--- src/rtl/dfs_pkg.sv ---
// drive fault supervisor: shared constants
// assumes a single 50 MHz control clock
package dfs_pkg;

    // timebase
    localparam int CLK_HZ        = 50_000_000;
    localparam int TENTH_MS      = 100;
    localparam int TENTH_CYCLES  = CLK_HZ / 1000 * TENTH_MS;
    localparam int TENTHS_PER_S  = 10;
    localparam int LINK_GAP_S    = 2;
    localparam int LINK_GAP_TENTHS = LINK_GAP_S * TENTHS_PER_S;

    // parameter numbers on the serial register port
    localparam logic [15:0] ADDR_WP_INIT      = 16'h0101;
    localparam logic [15:0] ADDR_LINK_REACT   = 16'h0197;
    localparam logic [15:0] ADDR_SUPPLY_LEVEL = 16'h01a6;
    localparam logic [15:0] ADDR_SUPPLY_TIME  = 16'h01a7;
    localparam logic [15:0] ADDR_OUTPUT_LEVEL = 16'h01a8;
    localparam logic [15:0] ADDR_OUTPUT_TIME  = 16'h01a9;
    localparam logic [15:0] ADDR_FAULT_HIST   = 16'h01b2;

    // setting limits and reset values
    localparam logic [15:0] LEVEL_MAX      = 16'h0064;
    localparam logic [15:0] TIME_MAX       = 16'h00ff;
    localparam logic [15:0] REACT_MAX      = 16'h0004;
    localparam logic [15:0] INIT_CLEAR_LOG = 16'h0006;
    localparam logic [6:0]  RST_LEVEL      = 7'h00;
    localparam logic [7:0]  RST_TIME       = 8'h00;
    localparam logic [2:0]  RST_REACT      = 3'h0;
    localparam logic [15:0] RST_WP         = 16'h0000;

    // bus voltage full scale per class, and percent full scale
    localparam logic [9:0]  FS_200V_CLASS = 10'h190;
    localparam logic [9:0]  FS_400V_CLASS = 10'h320;
    localparam logic [6:0]  PCT_FULL      = 7'h64;

    // timeout reactions
    localparam logic [2:0] REACT_COAST = 3'h0;
    localparam logic [2:0] REACT_DEC1  = 3'h1;
    localparam logic [2:0] REACT_DEC2  = 3'h2;
    localparam logic [2:0] REACT_WARN  = 3'h3;
    localparam logic [2:0] REACT_NONE  = 3'h4;

    // fault log codes
    localparam logic [7:0] FC_SUPPLY = 8'h01;
    localparam logic [7:0] FC_OUTPUT = 8'h02;
    localparam logic [7:0] FC_LINK   = 8'h03;
    localparam int         LOG_DEPTH = 4;

    typedef enum logic [1:0] {
        DFS_LK_OK,
        DFS_LK_WARN,
        DFS_LK_FATAL
    } dfs_link_t;

endpackage

--- src/rtl/dfs_log_mem.sv ---
// four-entry fault log, newest at index 0
// assumes push and clear are one-cycle pulses
`timescale 1ns/1ps
`default_nettype none
module dfs_log_mem
    import dfs_pkg::*;
(
    input  wire logic       mclk,
    input  wire logic       rst_n,
    input  wire logic       push,
    input  wire logic [7:0] push_data,
    input  wire logic       clear,
    input  wire logic [1:0] rd_idx,
    output logic      [7:0] rd_data
);
    logic [7:0] entry      [LOG_DEPTH];
    logic [7:0] next_entry [LOG_DEPTH];

    always_comb begin
        for (int i = 0; i < LOG_DEPTH; i++) begin
            next_entry[i] = entry[i];
        end
        if (clear) begin
            for (int i = 0; i < LOG_DEPTH; i++) begin
                next_entry[i] = 8'h00;
            end
        end else if (push) begin
            next_entry[0] = push_data;
            for (int i = 1; i < LOG_DEPTH; i++) begin
                next_entry[i] = entry[i-1];
            end
        end
    end

    always_ff @(posedge mclk or negedge rst_n) begin
        if (!rst_n) begin
            for (int i = 0; i < LOG_DEPTH; i++) begin
                entry[i] <= 8'h00;
            end
            rd_data <= 8'h00;
        end else begin
            for (int i = 0; i < LOG_DEPTH; i++) begin
                entry[i] <= next_entry[i];
            end
            rd_data <= entry[rd_idx];
        end
    end

endmodule
`default_nettype wire

--- src/rtl/dfs_persist.sv ---
// persistence timer: condition must hold longer than limit ticks
// assumes tick is a one-cycle pulse on the same clock
`timescale 1ns/1ps
`default_nettype none
module dfs_persist
    import dfs_pkg::*;
(
    input  wire logic       mclk,
    input  wire logic       rst_n,
    input  wire logic       cond,
    input  wire logic       enable,
    input  wire logic       tick,
    input  wire logic [7:0] limit,
    output logic            fire
);
    logic [8:0] count;
    logic [8:0] next_count;

    always_comb begin
        next_count = count;
        if (!enable || !cond) begin
            next_count = 9'h000;
        end else if (tick && count <= {1'b0, limit}) begin
            next_count = count + 9'h001;
        end
    end

    always_ff @(posedge mclk or negedge rst_n) begin
        if (!rst_n) begin
            count <= 9'h000;
        end else begin
            count <= next_count;
        end
    end

    assign fire = count > {1'b0, limit};

    property p_restart;
        @(posedge mclk) disable iff (!rst_n)
        !cond |=> (count == 9'h000) && !fire;
    endproperty
    a_restart: assert property (p_restart)
        else $error("persistence count not restarted");

    property p_disabled;
        @(posedge mclk) disable iff (!rst_n)
        !enable |=> !fire;
    endproperty
    a_disabled: assert property (p_disabled)
        else $error("detection fired while disabled");

endmodule
`default_nettype wire

--- src/rtl/dfs_top.sv ---
// drive fault supervisor: phase faults, fault log, link timeout
// assumes measurements and register port on mclk; class strap async
`timescale 1ns/1ps
`default_nettype none
//Contract
// - flag supply-phase fault when bus ripple exceeds level longer than time.
// - supply-phase level accepts 0 to 100 percent, reset zero.
// - supply-phase time accepts 0 to 255 seconds, reset zero.
// - supply-phase detection off when level or time is zero.
// - flag output-phase loss when any phase current stays low too long while motor_running.
// - output-phase level 0 to 100 percent of rated current.
// - output-phase detection off when level or time is zero.
// - keep four newest faults, entry one newest, steps go older.
// - fault log is read only; writes change nothing.
// - writing 6 to init parameter erases the fault log.
// - with detection on, gap over 2 s between messages is timeout.
// - reactions 0,1,2 give fatal error and coast, decel 1, decel 2.
// - reaction 3 warns, keeps running, clears when messages resume.
// - reaction 4 disables detection; range 0 to 4, reset zero.
// - fatal timeout holds until error reset input.
module dfs_top
    import dfs_pkg::*;
#(
    parameter int TICK_CYCLES = TENTH_CYCLES
)
(
    input  wire logic        mclk,
    input  wire logic        rst_n,
    input  wire logic        class_400v,
    input  wire logic [9:0]  dc_ripple_volts,
    input  wire logic [6:0]  current_u_pct,
    input  wire logic [6:0]  current_v_pct,
    input  wire logic [6:0]  current_w_pct,
    input  wire logic        motor_running,
    input  wire logic        msg_valid,
    input  wire logic        err_reset,
    input  wire logic        reg_wr,
    input  wire logic        reg_rd,
    input  wire logic [15:0] reg_addr,
    input  wire logic [15:0] reg_wdata,
    output logic      [15:0] reg_rdata,
    output logic             reg_rvalid,
    output logic             supply_phase_fault,
    output logic             output_phase_loss_fault,
    output logic             link_fatal,
    output logic             link_warning,
    output logic             link_error_display,
    output logic             stop_request,
    output logic      [1:0]  stop_method
);
    function automatic logic below_lvl(input logic [6:0] pct, input logic [6:0] lvl);
        below_lvl = pct < lvl;
    endfunction

    function automatic logic wr_hit(input logic [15:0] a, input logic [15:0] lim);
        wr_hit = reg_wr && (reg_addr == a) && (reg_wdata <= lim);
    endfunction

    // strap synchroniser
    logic       class_s1;
    logic       class_s2;

    // settings
    logic [6:0]  supply_level;
    logic [7:0]  supply_time;
    logic [6:0]  output_level;
    logic [7:0]  output_time;
    logic [2:0]  link_react;
    logic [15:0] wp_param;
    logic [6:0]  next_supply_level;
    logic [7:0]  next_supply_time;
    logic [6:0]  next_output_level;
    logic [7:0]  next_output_time;
    logic [2:0]  next_link_react;
    logic [15:0] next_wp_param;
    logic        log_clear;

    // timebase
    logic [22:0] pre_cnt;
    logic [3:0]  sec_cnt;
    logic [22:0] next_pre_cnt;
    logic [3:0]  next_sec_cnt;
    logic        tenth_tick;
    logic        sec_tick;

    // detection
    logic [16:0] ripple_scaled;
    logic [16:0] level_scaled;
    logic        supply_cond;
    logic        output_cond;
    logic        supply_en;
    logic        output_en;
    logic        sup_fire;
    logic        out_fire;

    // faults and log
    logic        next_pf;
    logic        next_lf;
    logic        pf_new;
    logic        lf_new;
    logic        lk_new;
    logic        log_push;
    logic [7:0]  log_code;
    logic [2:0]  log_count;
    logic [1:0]  hist_ptr;
    logic [2:0]  next_log_count;
    logic [1:0]  next_hist_ptr;
    logic [7:0]  hist_data;

    // link supervision
    dfs_link_t   lk_state;
    dfs_link_t   next_lk_state;
    logic [4:0]  gap_cnt;
    logic [4:0]  next_gap_cnt;
    logic [1:0]  next_stop_method;
    logic        timeout;

    // read port
    logic [15:0] next_rdata;

    always_ff @(posedge mclk or negedge rst_n) begin
        if (!rst_n) begin
            class_s1 <= 1'b0;
            class_s2 <= 1'b0;
        end else begin
            class_s1 <= class_400v;
            class_s2 <= class_s1;
        end
    end

    // setting registers; out of range writes are dropped
    always_comb begin
        next_supply_level = supply_level;
        next_supply_time  = supply_time;
        next_output_level = output_level;
        next_output_time  = output_time;
        next_link_react   = link_react;
        next_wp_param     = wp_param;
        if (wr_hit(ADDR_SUPPLY_LEVEL, LEVEL_MAX)) begin
            next_supply_level = reg_wdata[6:0];
        end
        if (wr_hit(ADDR_SUPPLY_TIME, TIME_MAX)) begin
            next_supply_time = reg_wdata[7:0];
        end
        if (wr_hit(ADDR_OUTPUT_LEVEL, LEVEL_MAX)) begin
            next_output_level = reg_wdata[6:0];
        end
        if (wr_hit(ADDR_OUTPUT_TIME, TIME_MAX)) begin
            next_output_time = reg_wdata[7:0];
        end
        if (wr_hit(ADDR_LINK_REACT, REACT_MAX)) begin
            next_link_react = reg_wdata[2:0];
        end
        if (reg_wr && reg_addr == ADDR_WP_INIT) begin
            next_wp_param = reg_wdata;
        end
    end

    assign log_clear = reg_wr && reg_addr == ADDR_WP_INIT && reg_wdata == INIT_CLEAR_LOG;

    always_ff @(posedge mclk or negedge rst_n) begin
        if (!rst_n) begin
            supply_level <= RST_LEVEL;
            supply_time  <= RST_TIME;
            output_level <= RST_LEVEL;
            output_time  <= RST_TIME;
            link_react   <= RST_REACT;
            wp_param     <= RST_WP;
        end else begin
            supply_level <= next_supply_level;
            supply_time  <= next_supply_time;
            output_level <= next_output_level;
            output_time  <= next_output_time;
            link_react   <= next_link_react;
            wp_param     <= next_wp_param;
        end
    end

    // tenth-second and second ticks
    always_comb begin
        tenth_tick   = pre_cnt == 23'(TICK_CYCLES - 1);
        sec_tick     = tenth_tick && sec_cnt == 4'(TENTHS_PER_S - 1);
        next_pre_cnt = tenth_tick ? 23'h00_0000 : pre_cnt + 23'h00_0001;
        next_sec_cnt = sec_cnt;
        if (tenth_tick) begin
            next_sec_cnt = sec_tick ? 4'h0 : sec_cnt + 4'h1;
        end
    end

    always_ff @(posedge mclk or negedge rst_n) begin
        if (!rst_n) begin
            pre_cnt <= 23'h00_0000;
            sec_cnt <= 4'h0;
        end else begin
            pre_cnt <= next_pre_cnt;
            sec_cnt <= next_sec_cnt;
        end
    end

    // ripple volts * 100 against level * full scale
    assign ripple_scaled = 17'(dc_ripple_volts) * 17'(PCT_FULL);
    assign level_scaled  = 17'(supply_level) * (class_s2 ? 17'(FS_400V_CLASS) : 17'(FS_200V_CLASS));
    assign supply_cond   = ripple_scaled > level_scaled;
    assign supply_en     = supply_level != RST_LEVEL && supply_time != RST_TIME;
    assign output_en     = output_level != RST_LEVEL && output_time != RST_TIME;
    assign output_cond   = motor_running && (below_lvl(current_u_pct, output_level)
                        || below_lvl(current_v_pct, output_level)
                        || below_lvl(current_w_pct, output_level));

    dfs_persist u_supply (
        .mclk   (mclk),
        .rst_n  (rst_n),
        .cond   (supply_cond),
        .enable (supply_en),
        .tick   (sec_tick),
        .limit  (supply_time),
        .fire   (sup_fire)
    );

    dfs_persist u_output (
        .mclk   (mclk),
        .rst_n  (rst_n),
        .cond   (output_cond),
        .enable (output_en),
        .tick   (tenth_tick),
        .limit  (output_time),
        .fire   (out_fire)
    );

    // fault flags: one log push per cycle, new detection wins over reset
    always_comb begin
        pf_new   = sup_fire && !supply_phase_fault;
        lf_new   = out_fire && !output_phase_loss_fault && !pf_new;
        next_pf  = pf_new || (supply_phase_fault && (!err_reset || sup_fire));
        next_lf  = lf_new || (output_phase_loss_fault && (!err_reset || out_fire));
        log_push = pf_new || lf_new || lk_new;
        log_code = pf_new ? FC_SUPPLY : (lf_new ? FC_OUTPUT : FC_LINK);
        next_log_count = log_count;
        next_hist_ptr  = hist_ptr;
        if (log_clear) begin
            next_log_count = 3'h0;
            next_hist_ptr  = 2'h0;
        end else if (log_push) begin
            next_log_count = (log_count == 3'(LOG_DEPTH)) ? log_count : log_count + 3'h1;
            next_hist_ptr  = 2'h0;
        end else if (reg_rd && reg_addr == ADDR_FAULT_HIST) begin
            next_hist_ptr = hist_ptr + 2'h1;
        end
    end

    always_ff @(posedge mclk or negedge rst_n) begin
        if (!rst_n) begin
            supply_phase_fault      <= 1'b0;
            output_phase_loss_fault <= 1'b0;
            log_count               <= 3'h0;
            hist_ptr                <= 2'h0;
        end else begin
            supply_phase_fault      <= next_pf;
            output_phase_loss_fault <= next_lf;
            log_count               <= next_log_count;
            hist_ptr                <= next_hist_ptr;
        end
    end

    dfs_log_mem u_log (
        .mclk      (mclk),
        .rst_n     (rst_n),
        .push      (log_push),
        .push_data (log_code),
        .clear     (log_clear),
        .rd_idx    (hist_ptr),
        .rd_data   (hist_data)
    );

    // link timeout supervision
    assign timeout = gap_cnt > 5'(LINK_GAP_TENTHS);
    assign lk_new  = next_lk_state == DFS_LK_FATAL && lk_state != DFS_LK_FATAL;

    always_comb begin
        next_gap_cnt     = gap_cnt;
        next_lk_state    = lk_state;
        next_stop_method = stop_method;
        if (msg_valid || link_react == REACT_NONE) begin
            next_gap_cnt = 5'h00;
        end else if (tenth_tick && !timeout) begin
            next_gap_cnt = gap_cnt + 5'h01;
        end
        unique case (lk_state)
            DFS_LK_OK: begin
                if (timeout && link_react != REACT_NONE && !pf_new && !lf_new) begin
                    if (link_react == REACT_WARN) begin
                        next_lk_state = DFS_LK_WARN;
                    end else begin
                        next_lk_state    = DFS_LK_FATAL;
                        next_stop_method = link_react[1:0];
                    end
                end
            end
            DFS_LK_WARN: begin
                if (msg_valid || link_react == REACT_NONE) begin
                    next_lk_state = DFS_LK_OK;
                end
            end
            DFS_LK_FATAL: begin
                if (err_reset) begin
                    next_lk_state = DFS_LK_OK;
                end
            end
        endcase
    end

    always_ff @(posedge mclk or negedge rst_n) begin
        if (!rst_n) begin
            gap_cnt     <= 5'h00;
            lk_state    <= DFS_LK_OK;
            stop_method <= REACT_COAST[1:0];
        end else begin
            gap_cnt     <= next_gap_cnt;
            lk_state    <= next_lk_state;
            stop_method <= next_stop_method;
        end
    end

    assign link_fatal         = lk_state == DFS_LK_FATAL;
    assign link_warning       = lk_state == DFS_LK_WARN;
    assign link_error_display = link_fatal || link_warning;
    assign stop_request       = link_fatal;

    // register read: one cycle latency, unmapped reads zero
    always_comb begin
        next_rdata = 16'h0000;
        unique case (reg_addr)
            ADDR_SUPPLY_LEVEL: next_rdata = {9'h000, supply_level};
            ADDR_SUPPLY_TIME:  next_rdata = {8'h00, supply_time};
            ADDR_OUTPUT_LEVEL: next_rdata = {9'h000, output_level};
            ADDR_OUTPUT_TIME:  next_rdata = {8'h00, output_time};
            ADDR_LINK_REACT:   next_rdata = {13'h0000, link_react};
            ADDR_WP_INIT:      next_rdata = wp_param;
            ADDR_FAULT_HIST:   next_rdata = {8'h00, hist_data};
            default:           next_rdata = 16'h0000;
        endcase
    end

    always_ff @(posedge mclk or negedge rst_n) begin
        if (!rst_n) begin
            reg_rdata  <= 16'h0000;
            reg_rvalid <= 1'b0;
        end else begin
            reg_rdata  <= reg_rd ? next_rdata : reg_rdata;
            reg_rvalid <= reg_rd;
        end
    end

    property p_level_range;
        @(posedge mclk) disable iff (!rst_n)
        supply_level <= LEVEL_MAX[6:0] && output_level <= LEVEL_MAX[6:0];
    endproperty
    a_level_range: assert property (p_level_range)
        else $error("level setting out of range");

    property p_pf_set;
        @(posedge mclk) disable iff (!rst_n)
        sup_fire |=> supply_phase_fault;
    endproperty
    a_pf_set: assert property (p_pf_set)
        else $error("supply-phase fault not raised");

    property p_log_clear;
        @(posedge mclk) disable iff (!rst_n)
        log_clear |=> log_count == 3'h0 && hist_ptr == 2'h0;
    endproperty
    a_log_clear: assert property (p_log_clear)
        else $error("fault log not erased");

    property p_fatal_hold;
        @(posedge mclk) disable iff (!rst_n)
        (link_fatal && !err_reset) |=> link_fatal && $stable(stop_method);
    endproperty
    a_fatal_hold: assert property (p_fatal_hold)
        else $error("fatal timeout released early");

    property p_warn_clear;
        @(posedge mclk) disable iff (!rst_n)
        (link_warning && msg_valid) |=> !link_warning && !link_fatal;
    endproperty
    a_warn_clear: assert property (p_warn_clear)
        else $error("warning not cleared on message");

    property p_no_detect;
        @(posedge mclk) disable iff (!rst_n)
        (link_react == REACT_NONE && !link_fatal) |=> !link_fatal && gap_cnt == 5'h00;
    endproperty
    a_no_detect: assert property (p_no_detect)
        else $error("timeout detected with detection off");

    property p_fatal_entry;
        @(posedge mclk) disable iff (!rst_n)
        $rose(link_fatal) |-> $past(timeout) && stop_method == $past(link_react[1:0]);
    endproperty
    a_fatal_entry: assert property (p_fatal_entry)
        else $error("fatal timeout without gap or wrong stop method");

endmodule
`default_nettype wire
--- config.mk ---
export PLATFORM = sky130hd
export DESIGN_NAME = dfs_top
export DESIGN_NICKNAME = d
export VERILOG_FILES = /design/src/rtl/dfs_pkg.sv /design/src/rtl/dfs_log_mem.sv /design/src/rtl/dfs_persist.sv /design/src/rtl/dfs_top.sv
export SDC_FILE = /design/constraint.sdc
export NUM_CORES = 1
export LEC_CHECK = 0
export BUFFER_PORTS_ARGS = -buffer_cell sky130_fd_sc_hd__buf_2
export CAP_MARGIN = 20
export CORE_ASPECT_RATIO = 0.7
export CORE_MARGIN = 10
export CORE_UTILIZATION = 50
export CTS_CLUSTER_SIZE = 20
export DETAILED_ROUTE_END_ITERATION = 7
export GPL_TIMING_DRIVEN = 0
export PLACE_DENSITY_LB_ADDON = 0.12
export SYNTH_ARGS = -nofsm -noshare
export SYNTH_HDL_FRONTEND = slang
export SYNTH_SLANG_ARGS = --single-unit
--- constraint.sdc ---
create_clock -name mclk -period 16.2 [get_ports mclk]
set_input_delay 3.24 -clock mclk [delete_from_list [all_inputs] [get_ports mclk]]
set_output_delay 3.24 -clock mclk [all_outputs]
set_load 0.02 [all_outputs]
Yosys cells after proc, flatten, opt, wreduce, memory -nomap -nowiden. Index checks and enable logic that the tools add are counted.

Register bits: 166. Output and inout bits: 25.

$add $sub $neg: 6. $mul: 2. Order comparisons: 13. Equality and inequality tests: 17. Muxes and demuxes: 25. Bitwise logic cells: 2. Reductions and logical operators: 62.

Operators with widths (number): 16-bit by 9-bit equality test with 1-bit output (second input constant) (7); 16-bit one-hot mux with 7 select lines (1); 32-bit two-way mux (2); 9-bit two-way mux (4); 1-bit logical AND (29); 23-bit by 1-bit adder with 23-bit output (second input constant) (1); 23-bit equality test (second input constant) (1); 23-bit two-way mux (1); 7-bit less-than comparator (3); 9-bit by 1-bit adder with 9-bit output (second input constant) (2); 9-bit by 8-bit > comparator with 1-bit output (2); 9-bit by 8-bit less-or-equal comparator with 1-bit output (2); 17-bit > comparator (1); 7-bit by 10-bit multiplier with 17-bit output (1); 8-bit binary-select mux with 2-bit select (1); 16-bit by 3-bit equality test with 1-bit output (second input constant) (1); 16-bit by 3-bit less-or-equal comparator with 1-bit output (second input constant) (1); 16-bit by 7-bit less-or-equal comparator with 1-bit output (second input constant) (1); 16-bit by 8-bit less-or-equal comparator with 1-bit output (second input constant) (1); 2-bit two-way mux (8); 8-bit two-way mux (2); 8-bit nonzero test (2); 10-bit by 5-bit multiplier with 15-bit output (second input constant) (1); 7-bit nonzero test (2); 25 further kinds (50).

Longest topological paths before layout. Gate-level depths: netlist (run 1).

Word-level depth: 13. Mapped depth: 24. Depth with buffers taken out: 22.

Cells and area by module. A second synthesis (run 1) with hierarchy kept.

Cells, all modules: 1092. Area, all modules: 11103.1 um2.

By module, submodules not included: dfs_top (instances 1, cells an instance 805, area an instance 7923.8 um2, seq. area each 2702.6 um2); dfs_log_mem (instances 1, cells an instance 121, area an instance 1687.9 um2, seq. area each 1001.0 um2); dfs_persist (instances 2, cells an instance 83, area an instance 745.7 um2, seq. area each 225.2 um2).

Worst setup path after synthesis (run 1). OpenSTA, ideal clock, no wires.

Path type: input -> register. Start point: input port dc_ripple_volts[2]. End point: register u_supply.count[0]. Setup time: 130 ps. Data arrival time: 6985 ps. Setup slack: 9085 ps. Cell stages on the path: 19. Path buffers: 1. Cell sequence: ha_1 > ha_1 > fa_1 > ha_1 > nor2b_1 > o21ai_0 > a21boi_0 > o21ai_0 > a21boi_0 > o21ai_0 > nand2_1 > xor2_1 > ha_1 > a21oi_1 > nor2b_1 > a2111oi_0 > or4_1 > clkbuf_1 > nor2_1.

Cells in the longest elaborated chain, start to end: 5. Elaborated cells on any way between the ends: 6. Classes of those cells: 1 x mul; 1 x order compare; 1 x mux; 3 x reduce/logical.

Ends and longest elaborated chain: start: declaration (RTL line dfs_top.sv:30) `input wire logic [9:0] dc_ripple_volts,`; 10-bit by 5-bit multiplier with 15-bit output * (RTL line dfs_top.sv:201) `assign ripple_scaled = 17'(dc_ripple_volts) * 17'(PCT_FULL);`; 17-bit > comparator * (RTL line dfs_top.sv:203) `assign supply_cond = ripple_scaled > level_scaled;`; 1-bit logical NOT * (RTL line dfs_persist.sv:21) `if (!enable || !cond) begin`; 1-bit logical OR * (RTL line dfs_persist.sv:21); 9-bit two-way mux or 2-bit nonzero test (tied branches); end signal: assignment (RTL line dfs_persist.sv:32) `count <= next_count;`; end: declaration (RTL line dfs_persist.sv:16) `logic [8:0] count;`.

Mark *: on every way between the ends. The rest lies on a longest branch, timed or not. A chain may end at the register's enable or synchronous reset.

Worst setup path in the final report (run 1).
Start point: input port dc_ripple_volts[2]. End point: register u_supply.count[6].

The elaborated chain is that of the path after synthesis.

==> results.md, run 1 <==
* Multi-input logic area at 5580 µm²
* Class of the worst hold path: reg2reg
* Rel. slew slack at 38.8%
* Reg2Reg Setup Slack at ~10 ns
* Storage cell area at ~3400 µm²
* Root Driver: clkbuf_16
* Worst path buffer plus inverter count at 2
* Num CTS Buffers at 17
* Maxcap violations at 0
* DRC at 0
* Avg Vias per Cell at 5.41
* Cells along the critical path: buf_2, ha_1, ha_1, fa_1, ha_1, nor2b_1, o21ai_0, a21boi_0, o21ai_0, a21boi_0, o21ai_0, nand2_1, xor2_1, ha_1, a21oi_1, nor2b_1, a2111oi_0, or4_1, clkbuf_1, nor2_1
* Pwr/cell area at approximately 79 nW/µm²
* Core area at approximately 18000 µm²
* Setup-failing EPs final at 0
* WL per Instance at around 16 µm
* Leakage at 5.41 nW
* Unique masters post-synth at 78
* Cts repair resizes at 0
* Switching Power at approximately 0.25 mW
* Cts hold-fix bufs at 0
* Initial antenna violation count at 1
* FF+latch count, synth at about 140
* Slowest CP cell: fa_1
* Ys async rst share at between 90% and 100%
* First-pass GRT wire length at approximately 37 mm
* Post-layout min period at around 7.4 ns
* Syn-to-layout area delta at 14.8%
* Flop pwr share at between 40% and 50%
* Overflow after GRT at 0
* Sequential share of the synthesized area at between 30% and 40%
* Crit Path Max Fanout at 9
* Most frequent cell after synthesis: dfrtp_1
* Internal power at between 0.6 and 0.7 mW
* Clk slew on worst S/H paths at 0.06 ns
* Setup TNS at 0 ns
* Share of cells above drive strength 1 at 18.0%
* Max-slew violation count at 0
* Final Hold Violating Endpoints at 0
* Sw Share at 29.0%
* Chip height at ~140 µm
* Fmax at 0.135 GHz
* Setup crit end kind: register
* Die span in x at around 180 µm
* Post-DP HPWL at between 15 and 20 mm
* Worst VDD drop at roughly 60 µV
* Initial Utilization at about half
* Tot GR Track Use at a little under a fifth
* Drt first pass iters at 5
* Initial DRC Count at 564
* Yosys top cell by area: dfrtp_1
* Worst path most repeated cell: ha_1
* H-tree depth at 4
* Detail Route Antenna Nets at 0
* CP required at between 15 and 20 ns
* Final nets at roughly 1300
* Commonest cells in the netlist: 136 x dfrtp_1, 122 x ha_1, 100 x inv_1
* Non-Filler Instances at roughly 1300
* Via count at 7152
* Worst path max stage delay at approximately 0.46 ns
* Fill count at around 1600
* Pin count of the biggest net entering global routing at between 70 and 80
* Mapped Area at about 9400 µm²
* Io pins at between 90 and 100
* Syn Inst Count at about 950
* Fin Clk Skew at 0.0151 ns
* FP Rows at about 40
* CTS tree: done
* Port Buffers at 94
* Worst-Skew Late Latency at approximately 0.42 ns
* Final wirelength at about 22 mm
* EDFF count, synth at 0
* Logic pwr share at between 10% and 20%
* Vias in the first global route at approximately 7100
* Period Utilization, post-route at approximately 46%
* Mean Syn Cell Area at between 9 and 10 µm²
* Slew at the pin closest to its max-slew limit at 0.905 ns
* Clk sinks at between 100 and 150
* Area contributors post-synth: dfrtp_1 36%, ha_1 16%, mux2_2 4.6%
* Critical path launch point type: input pin
* Worst setup margin at about 8.8 ns
* Crit path kind: in2reg
* Setup bufs post-CTS at 0
* Status: complete, no violations
* Die ar. at around 25000 µm²
* Crit-path leading delay family: adder cells
* Number of synthesis warnings at 0
* Placed Cells at 1290
* Yosys top cell area share at 36.0%
* Unrepaired setup endpoints after global routing: false
* Synth Flop Type: dfrtp_1
* RePlAce Congestion at a little under 0.9
* Worst Path Arrival at 7.68 ns
* Clock buffer depth at 2
* Post-layout util at between 50% and 60%
* Place WS at ~8.5 ns
* Clk pwr share at between 40% and 50%
==> cells by family after synthesis <==
group	count (synthesis)	share of synthesized area [%]
buffers and inverters	124	5.06
adder cells (fa/ha/maj)	139	19.8
other	2	0.0795
XOR/XNOR	54	5.01
flip-flops	136	36.0
AO/OA/AOI/OAI	156	11.7
multiplexers	50	6.08
AND/OR/NAND/NOR	293	16.2
==> state kept, by name, summed over array words and instances (netlist names), 8 cells and up <==
name / count
reg_rdata: 16
supply_time: 8
output_time: 8
u_supply.count: 9
wp_param: 16
pre_cnt: 23
u_output.count: 9
u_log.entry: 8
==> area by class of cell <==
cell class,instances,area share (%)
plain buffers,24,0.946
repair buffers,96,4.72
diodes,1,0.0231
multi-input cells,698,51.5
well taps,236,2.72
flip-flops and latches,136,31.4
clock buffers,18,4.05
inverters,100,3.46
clock inverters,14,1.20
==> through the flow <==
step           hold slack [ns]  total power [mW]  instance area [µm²]
3_3_place_gp             0.333             0.488                10200
2_1_floorplan            0.331             0.446                 9460
5_1_grt                  0.371             0.908                10800
3_5_place_dp             0.342             0.492                10300
4_1_cts                  0.360             0.870                10800
6_report                 0.361             0.861                10800
==> layer usage <==
| layer | vias to the layer above | wire length, µm | global-route usage [%] |
|---|---|---|---|
| li1 | 3600 | - | - |
| met2 | 182 | 8410 | 25.3 |
| met5 | - | 0 | 0 |
| met4 | 0 | 165 | 4.95 |
| met3 | 17 | 1450 | 3.80 |
| met1 | 3353 | 11700 | 27.2 |
==> final timing paths <==
path | end | start | depth (start not counted)
worst max-delay path | u_supply.count[6] | dc_ripple_volts[2] | 20
worst min-delay path | class_s2 | class_s1 | 0
worst max register to register | u_supply.count[6] | class_s2 | 23
worst min register to register | class_s2 | class_s1 | 0
max in group asynchronous | pre_cnt[0] | rst_n | 2
min in group asynchronous | reg_rdata[8] | rst_n | 1
==> power groups by stage <==
stage / combinational (mW) / clock (mW) / sequential, mW
2_1_floorplan: 0.0885 / 0 / 0.357
3_3_place_gp: 0.132 / 0 / 0.356
3_5_place_dp: 0.136 / 0 / 0.356
4_1_cts: 0.137 / 0.383 / 0.350
5_1_grt: 0.159 / 0.398 / 0.351
6_report: 0.136 / 0.375 / 0.350
==> worst reg2reg max path, stage by stage, from the launching register on <==
cell and delay, ns:
dfrtp_1 0.33, clkbuf_1 0.32, clkbuf_1 0.39, nor2_1 0.10
ha_1 0.29, ha_1 0.27, inv_1 0.05, fa_1 0.51
fa_1 0.56, inv_1 0.05, ha_1 0.33, a21oi_1 0.23
o21bai_1 0.09, a21oi_1 0.23, o21bai_1 0.09, a21oi_1 0.25
xor2_1 0.22, ha_1 0.27, a21oi_1 0.13, nor2b_1 0.06
a2111oi_0 0.36, or4_1 0.16, clkbuf_1 0.31, nor2_1 0.10
==> cell usage in the layout, fill, tap and decap left out, drive strengths merged, types with 10 or more instances in the layout <==
cell type and count:
nor2 81, xnor2 25, nand2b 18, mux2 39, a21oi 24, fa 17
xor2 29, dfrtp 136, clkbuf 33, nor2b 13, a31oi 10, nand3 37
nand4 11, and3 11, nand2 64, inv 109, nor4 14, o21ai 50
buf 105, ha 122, a21o 15
Power figures use the tool's default switching activity.
==> run 2: changes to the inputs <==
Settings changed: ABC_AREA from default to 1.
Clock period 16.2 ns to 7.5 ns, I/O delays scaled along.
==> run 2 against run 1 <==
  * Global-route usage is 1.5 points higher
  * Power is 120% higher
  * Area after synthesis is 4.2% higher
  * Sequential power is 120% higher
  * Wire length is 15% higher
  * Final cell count is 22% higher
  * Sequential cell count stayed put
  * Hold slack worse by 0.012 ns
  * Synthesized cell count is 28% higher
  * Setup slack worse by 6.8 ns
  * Non-clock buffer count is 10 lower
  * Die area is 3.6% higher
==> results.md, run 2 <==
* Crit path depth at 27 (was 20)
* FP Rows at 42 (was 41)
* Setup crit end kind: register (unchanged)
* Worst Reg-to-Reg Cells at 27 (was 23)
* Final nets at 1552 (was 1283)
* Final wirelength at 24.9 mm (was 21.7 mm)
* Crit path kind: reg2reg (was in2reg)
* Most frequent cells in the layout: 227 x nand2_1, 217 x inv_1, 136 x dfrtp_1 (was 136 x dfrtp_1, 122 x ha_1, 100 x inv_1)
* Chip height at 137 µm (was 135 µm)
* Final Hold Violating Endpoints at 0 (unchanged)
* XOR/XNOR share of the synthesized area at 2.76% (was 5.01%)
* Avg Vias per Cell at 5.22 (was 5.41)
* Slowest CP cell: fa_1 (unchanged)
* Switching Power at 0.576 mW (was 0.250 mW)
* Commonest cells in the netlist: 227 x nand2_1, 217 x inv_1, 136 x dfrtp_1 (was 136 x dfrtp_1, 122 x ha_1, 100 x inv_1)
* Vias in the first global route at 8019 (was 7138)
* Post-DP HPWL at 19.6 mm (was 16.9 mm)
* Final Power at 1.89 mW (was 0.861 mW)
* Crit Path Max Fanout at 10 (was 9)
* Fin Clk Skew at 0.0141 ns (was 0.0151 ns)
* Initial antenna violation count at 0 (was 1)
* Class of the worst hold path: reg2reg (unchanged)
* Worst Path Arrival at 5.83 ns (was 7.68 ns)
* Logic pwr share at 18.5% (was 15.8%)
* Largest family of logic cells by synthesized area: simple AND/OR/NAND/NOR gates (was adder cells)
* Biggest regs: pre_cnt (23), reg_rdata (16), wp_param (16) (unchanged)
* Initial Utilization at 51.5% (was 51.7%)
* Hold Path Depth at 0 (unchanged)
* Non-Filler Instances at 1619 (was 1323)
* H-tree depth at 4 (unchanged)
* Critical R2R Launch: class_s2 (unchanged)
* Die ar. at 25800 µm² (was 24900 µm²)
* Period Utilization, post-route at roughly 74%
* Mapped Area at 9840 µm² (was 9450 µm²)
* Syn Inst Count at 1224 (was 954)
* Leakage at 5.77 nW (was 5.41 nW)
* Syn-to-layout area delta at 14.0% (was 14.8%)
* Flop pwr share at 40.7% (was 40.6%)
* Clk slew on worst S/H paths at 0.06 ns (about the same)
* Post-Layout Inst Area at 11200 µm² (was 10800 µm²)
* Io pins at 96 (unchanged)
* Synth Flop Type: dfrtp_1 (unchanged)
* Placed Cells at 1587 (was 1290)
* Slew at the pin closest to its max-slew limit at 0.555 ns (was 0.905 ns)
* Crit-path leading delay family: adder cells (unchanged)
* Number of synthesis warnings at 0 (unchanged)
* Sequential share of the synthesized area at 34.6% (was 36.0%)
* Cts repair resizes at 0 (unchanged)
* Drt first pass iters at 5 (unchanged)
* Die span in x at 188 µm (was 184 µm)
* Internal power at 1.32 mW (was 0.612 mW)
* CP required at 7.79 ns (was 16.49 ns)
* Core area at 19100 µm² (was 18300 µm²)
* Max-slew violation count at 0 (unchanged)
* CTS tree: done (unchanged)
* Setup TNS at 0 ns (unchanged)
* Sw Share at 30.4% (was 29.0%)
* Worst path buffer plus inverter count at 5 (was 2)
* Worst-case hold path end point: class_s2 (unchanged)
* N_diodes at 0 (was 1)
* Setup bufs post-CTS at 0 (unchanged)
* First-pass GRT wire length at 41.0 mm (was 36.6 mm)
* Via count at 8458 (was 7152)
* Worst-Skew Late Latency at 0.44 ns (was 0.42 ns)
* Unique masters post-synth at 58 (was 78)
* Synth Area in Compound Gates at 11.4% (was 11.7%)
* Adder-cell share of the synthesized area at 19.0% (was 19.8%)
* Post-layout min period at 5.54 ns
* Yosys top cell by area: dfrtp_1 (unchanged)
* Num CTS Buffers at 17 (unchanged)
* Clk pwr share at 40.8% (was 43.5%)
* Ys async rst share at 100% (unchanged)
* Clk sinks at 136 (unchanged)
* Area contributors post-synth: dfrtp_1 35%, ha_1 16%, nand2_1 8.7% (was dfrtp_1 36%, ha_1 16%, mux2_2 4.6%)
* Clock buffer depth at 2 (unchanged)
* Mux share of post-synthesis cell area at 0.915% (was 6.08%)
* Maxcap violations at 0 (unchanged)
* Hold_sp: class_s1 (unchanged)
* Pwr/cell area at 169 nW/µm² (was 79.5 nW/µm²)
* Port Buffers at 94 (unchanged)
* Detail Route Antenna Nets at 0 (unchanged)
* Cts hold-fix bufs at 0 (unchanged)
* Overflow after GRT at 0 (unchanged)
* Worst VDD drop at 163 µV (was 61.8 µV)
* Rel. slew slack at 62.9% (was 38.8%)
* RePlAce Congestion at 0.869 (was 0.884)
* Status: complete, no violations (unchanged)
* Fmax at roughly 0.18 GHz
* Most common cell after layout, fill and taps aside: nand2_1 (was dfrtp_1)
* Unrepaired setup endpoints after global routing: false (unchanged)
* Reg2Reg Setup Slack at 1.96 ns (was 10.40 ns)
* DP Area at 10700 µm² (was 10300 µm²)
* FF+latch count, synth at 136 (unchanged)
* DRC at 0 (unchanged)
* EDFF count, synth at 0 (unchanged)
* Worst R2R End: u_supply.count[6] (unchanged)
* Root Driver: clkbuf_16 (unchanged)
* Tot GR Track Use at 19.6% (was 18.1%)
* Pin count of the biggest net entering global routing at 80 (was 78)
* Worst path max stage delay at 0.54 ns (was 0.46 ns)
* Critical path launch point type: register (was input pin)
* Initial DRC Count at 933 (was 564)
* Worst path most repeated cell: nand2_1 (was ha_1)
* Simple-gate share of the synthesized area at 22.1% (was 16.2%)
* Max reg flops at 23 (unchanged)
* Most flops, register: pre_cnt (unchanged)
* WL per Instance at 15.4 µm (was 16.4 µm)
* Share of cells above drive strength 1 at 13.2% (was 18.0%)
* Setup-failing EPs final at 0 (unchanged)
* Yosys top cell area share at 34.6% (was 36.0%)
* Mean Syn Cell Area at 8.04 µm² (was 9.90 µm²)
* Most frequent cell after synthesis: nand2_1 (was dfrtp_1)
## run 2: final cells by class
cell class                      instances  area, µm²
Clock buffer                           19        433
Tap cell                              264        330
Inverter                              223        838
Fill cell                            1777       7900
Clock inverter                         13       98.8
Buffer                                 15       68.8
Multi-Input combinational cell        854       5550
Sequential cell                       136       3400
Timing Repair Buffer                   95        504
## run 2: logic make-up after synthesis
family / after synthesis
AND/OR/NAND/NOR: 468
buffers and inverters: 238
AO/OA/AOI/OAI: 202
adder cells (fa/ha/maj): 139
flip-flops: 136
XOR/XNOR: 31
multiplexers: 8
other: 2
## run 2: routing by layer
metal,up-vias,part of all wire [%],global-route usage [%]
met3,14,8.1,6.29
met4,0,0.73,3.14
li1,4273,-,-
met5,-,0,0
met2,273,38,26.1
met1,3898,53,30.1
## run 2: how the worst max path moves through the flow
stage / start / to / slack [ns]
floorplan: dc_ripple_volts[3] / u_supply.count[5] / 2.54
global placement: dc_ripple_volts[3] / u_supply.count[2] / 1.99
detailed placement: dc_ripple_volts[4] / u_supply.count[6] / 1.94
CTS: class_s2 / u_supply.count[6] / 1.97
global route: class_s2 / u_supply.count[3] / 1.37
finish: class_s2 / u_supply.count[6] / 1.96
## run 2: power groups by stage
stage / logic, mW / clock network, mW / registers, mW
3_3_place_gp: 0.337 / 0 / 0.783
3_5_place_dp: 0.350 / 0 / 0.783
6_report: 0.351 / 0.772 / 0.770
2_1_floorplan: 0.245 / 0 / 0.779
5_1_grt: 0.408 / 0.811 / 0.772
4_1_cts: 0.355 / 0.776 / 0.769
## run 2: metrics by stage
stage	hold slack [ns]	setup WS, ns	util [%]
global placement	0.332	1.99	55.7
CTS	0.352	1.97	58.7
finish	0.349	1.96	58.7
floorplan	0.331	2.54	-
detailed placement	0.337	1.94	55.9
global route	0.366	1.37	58.7
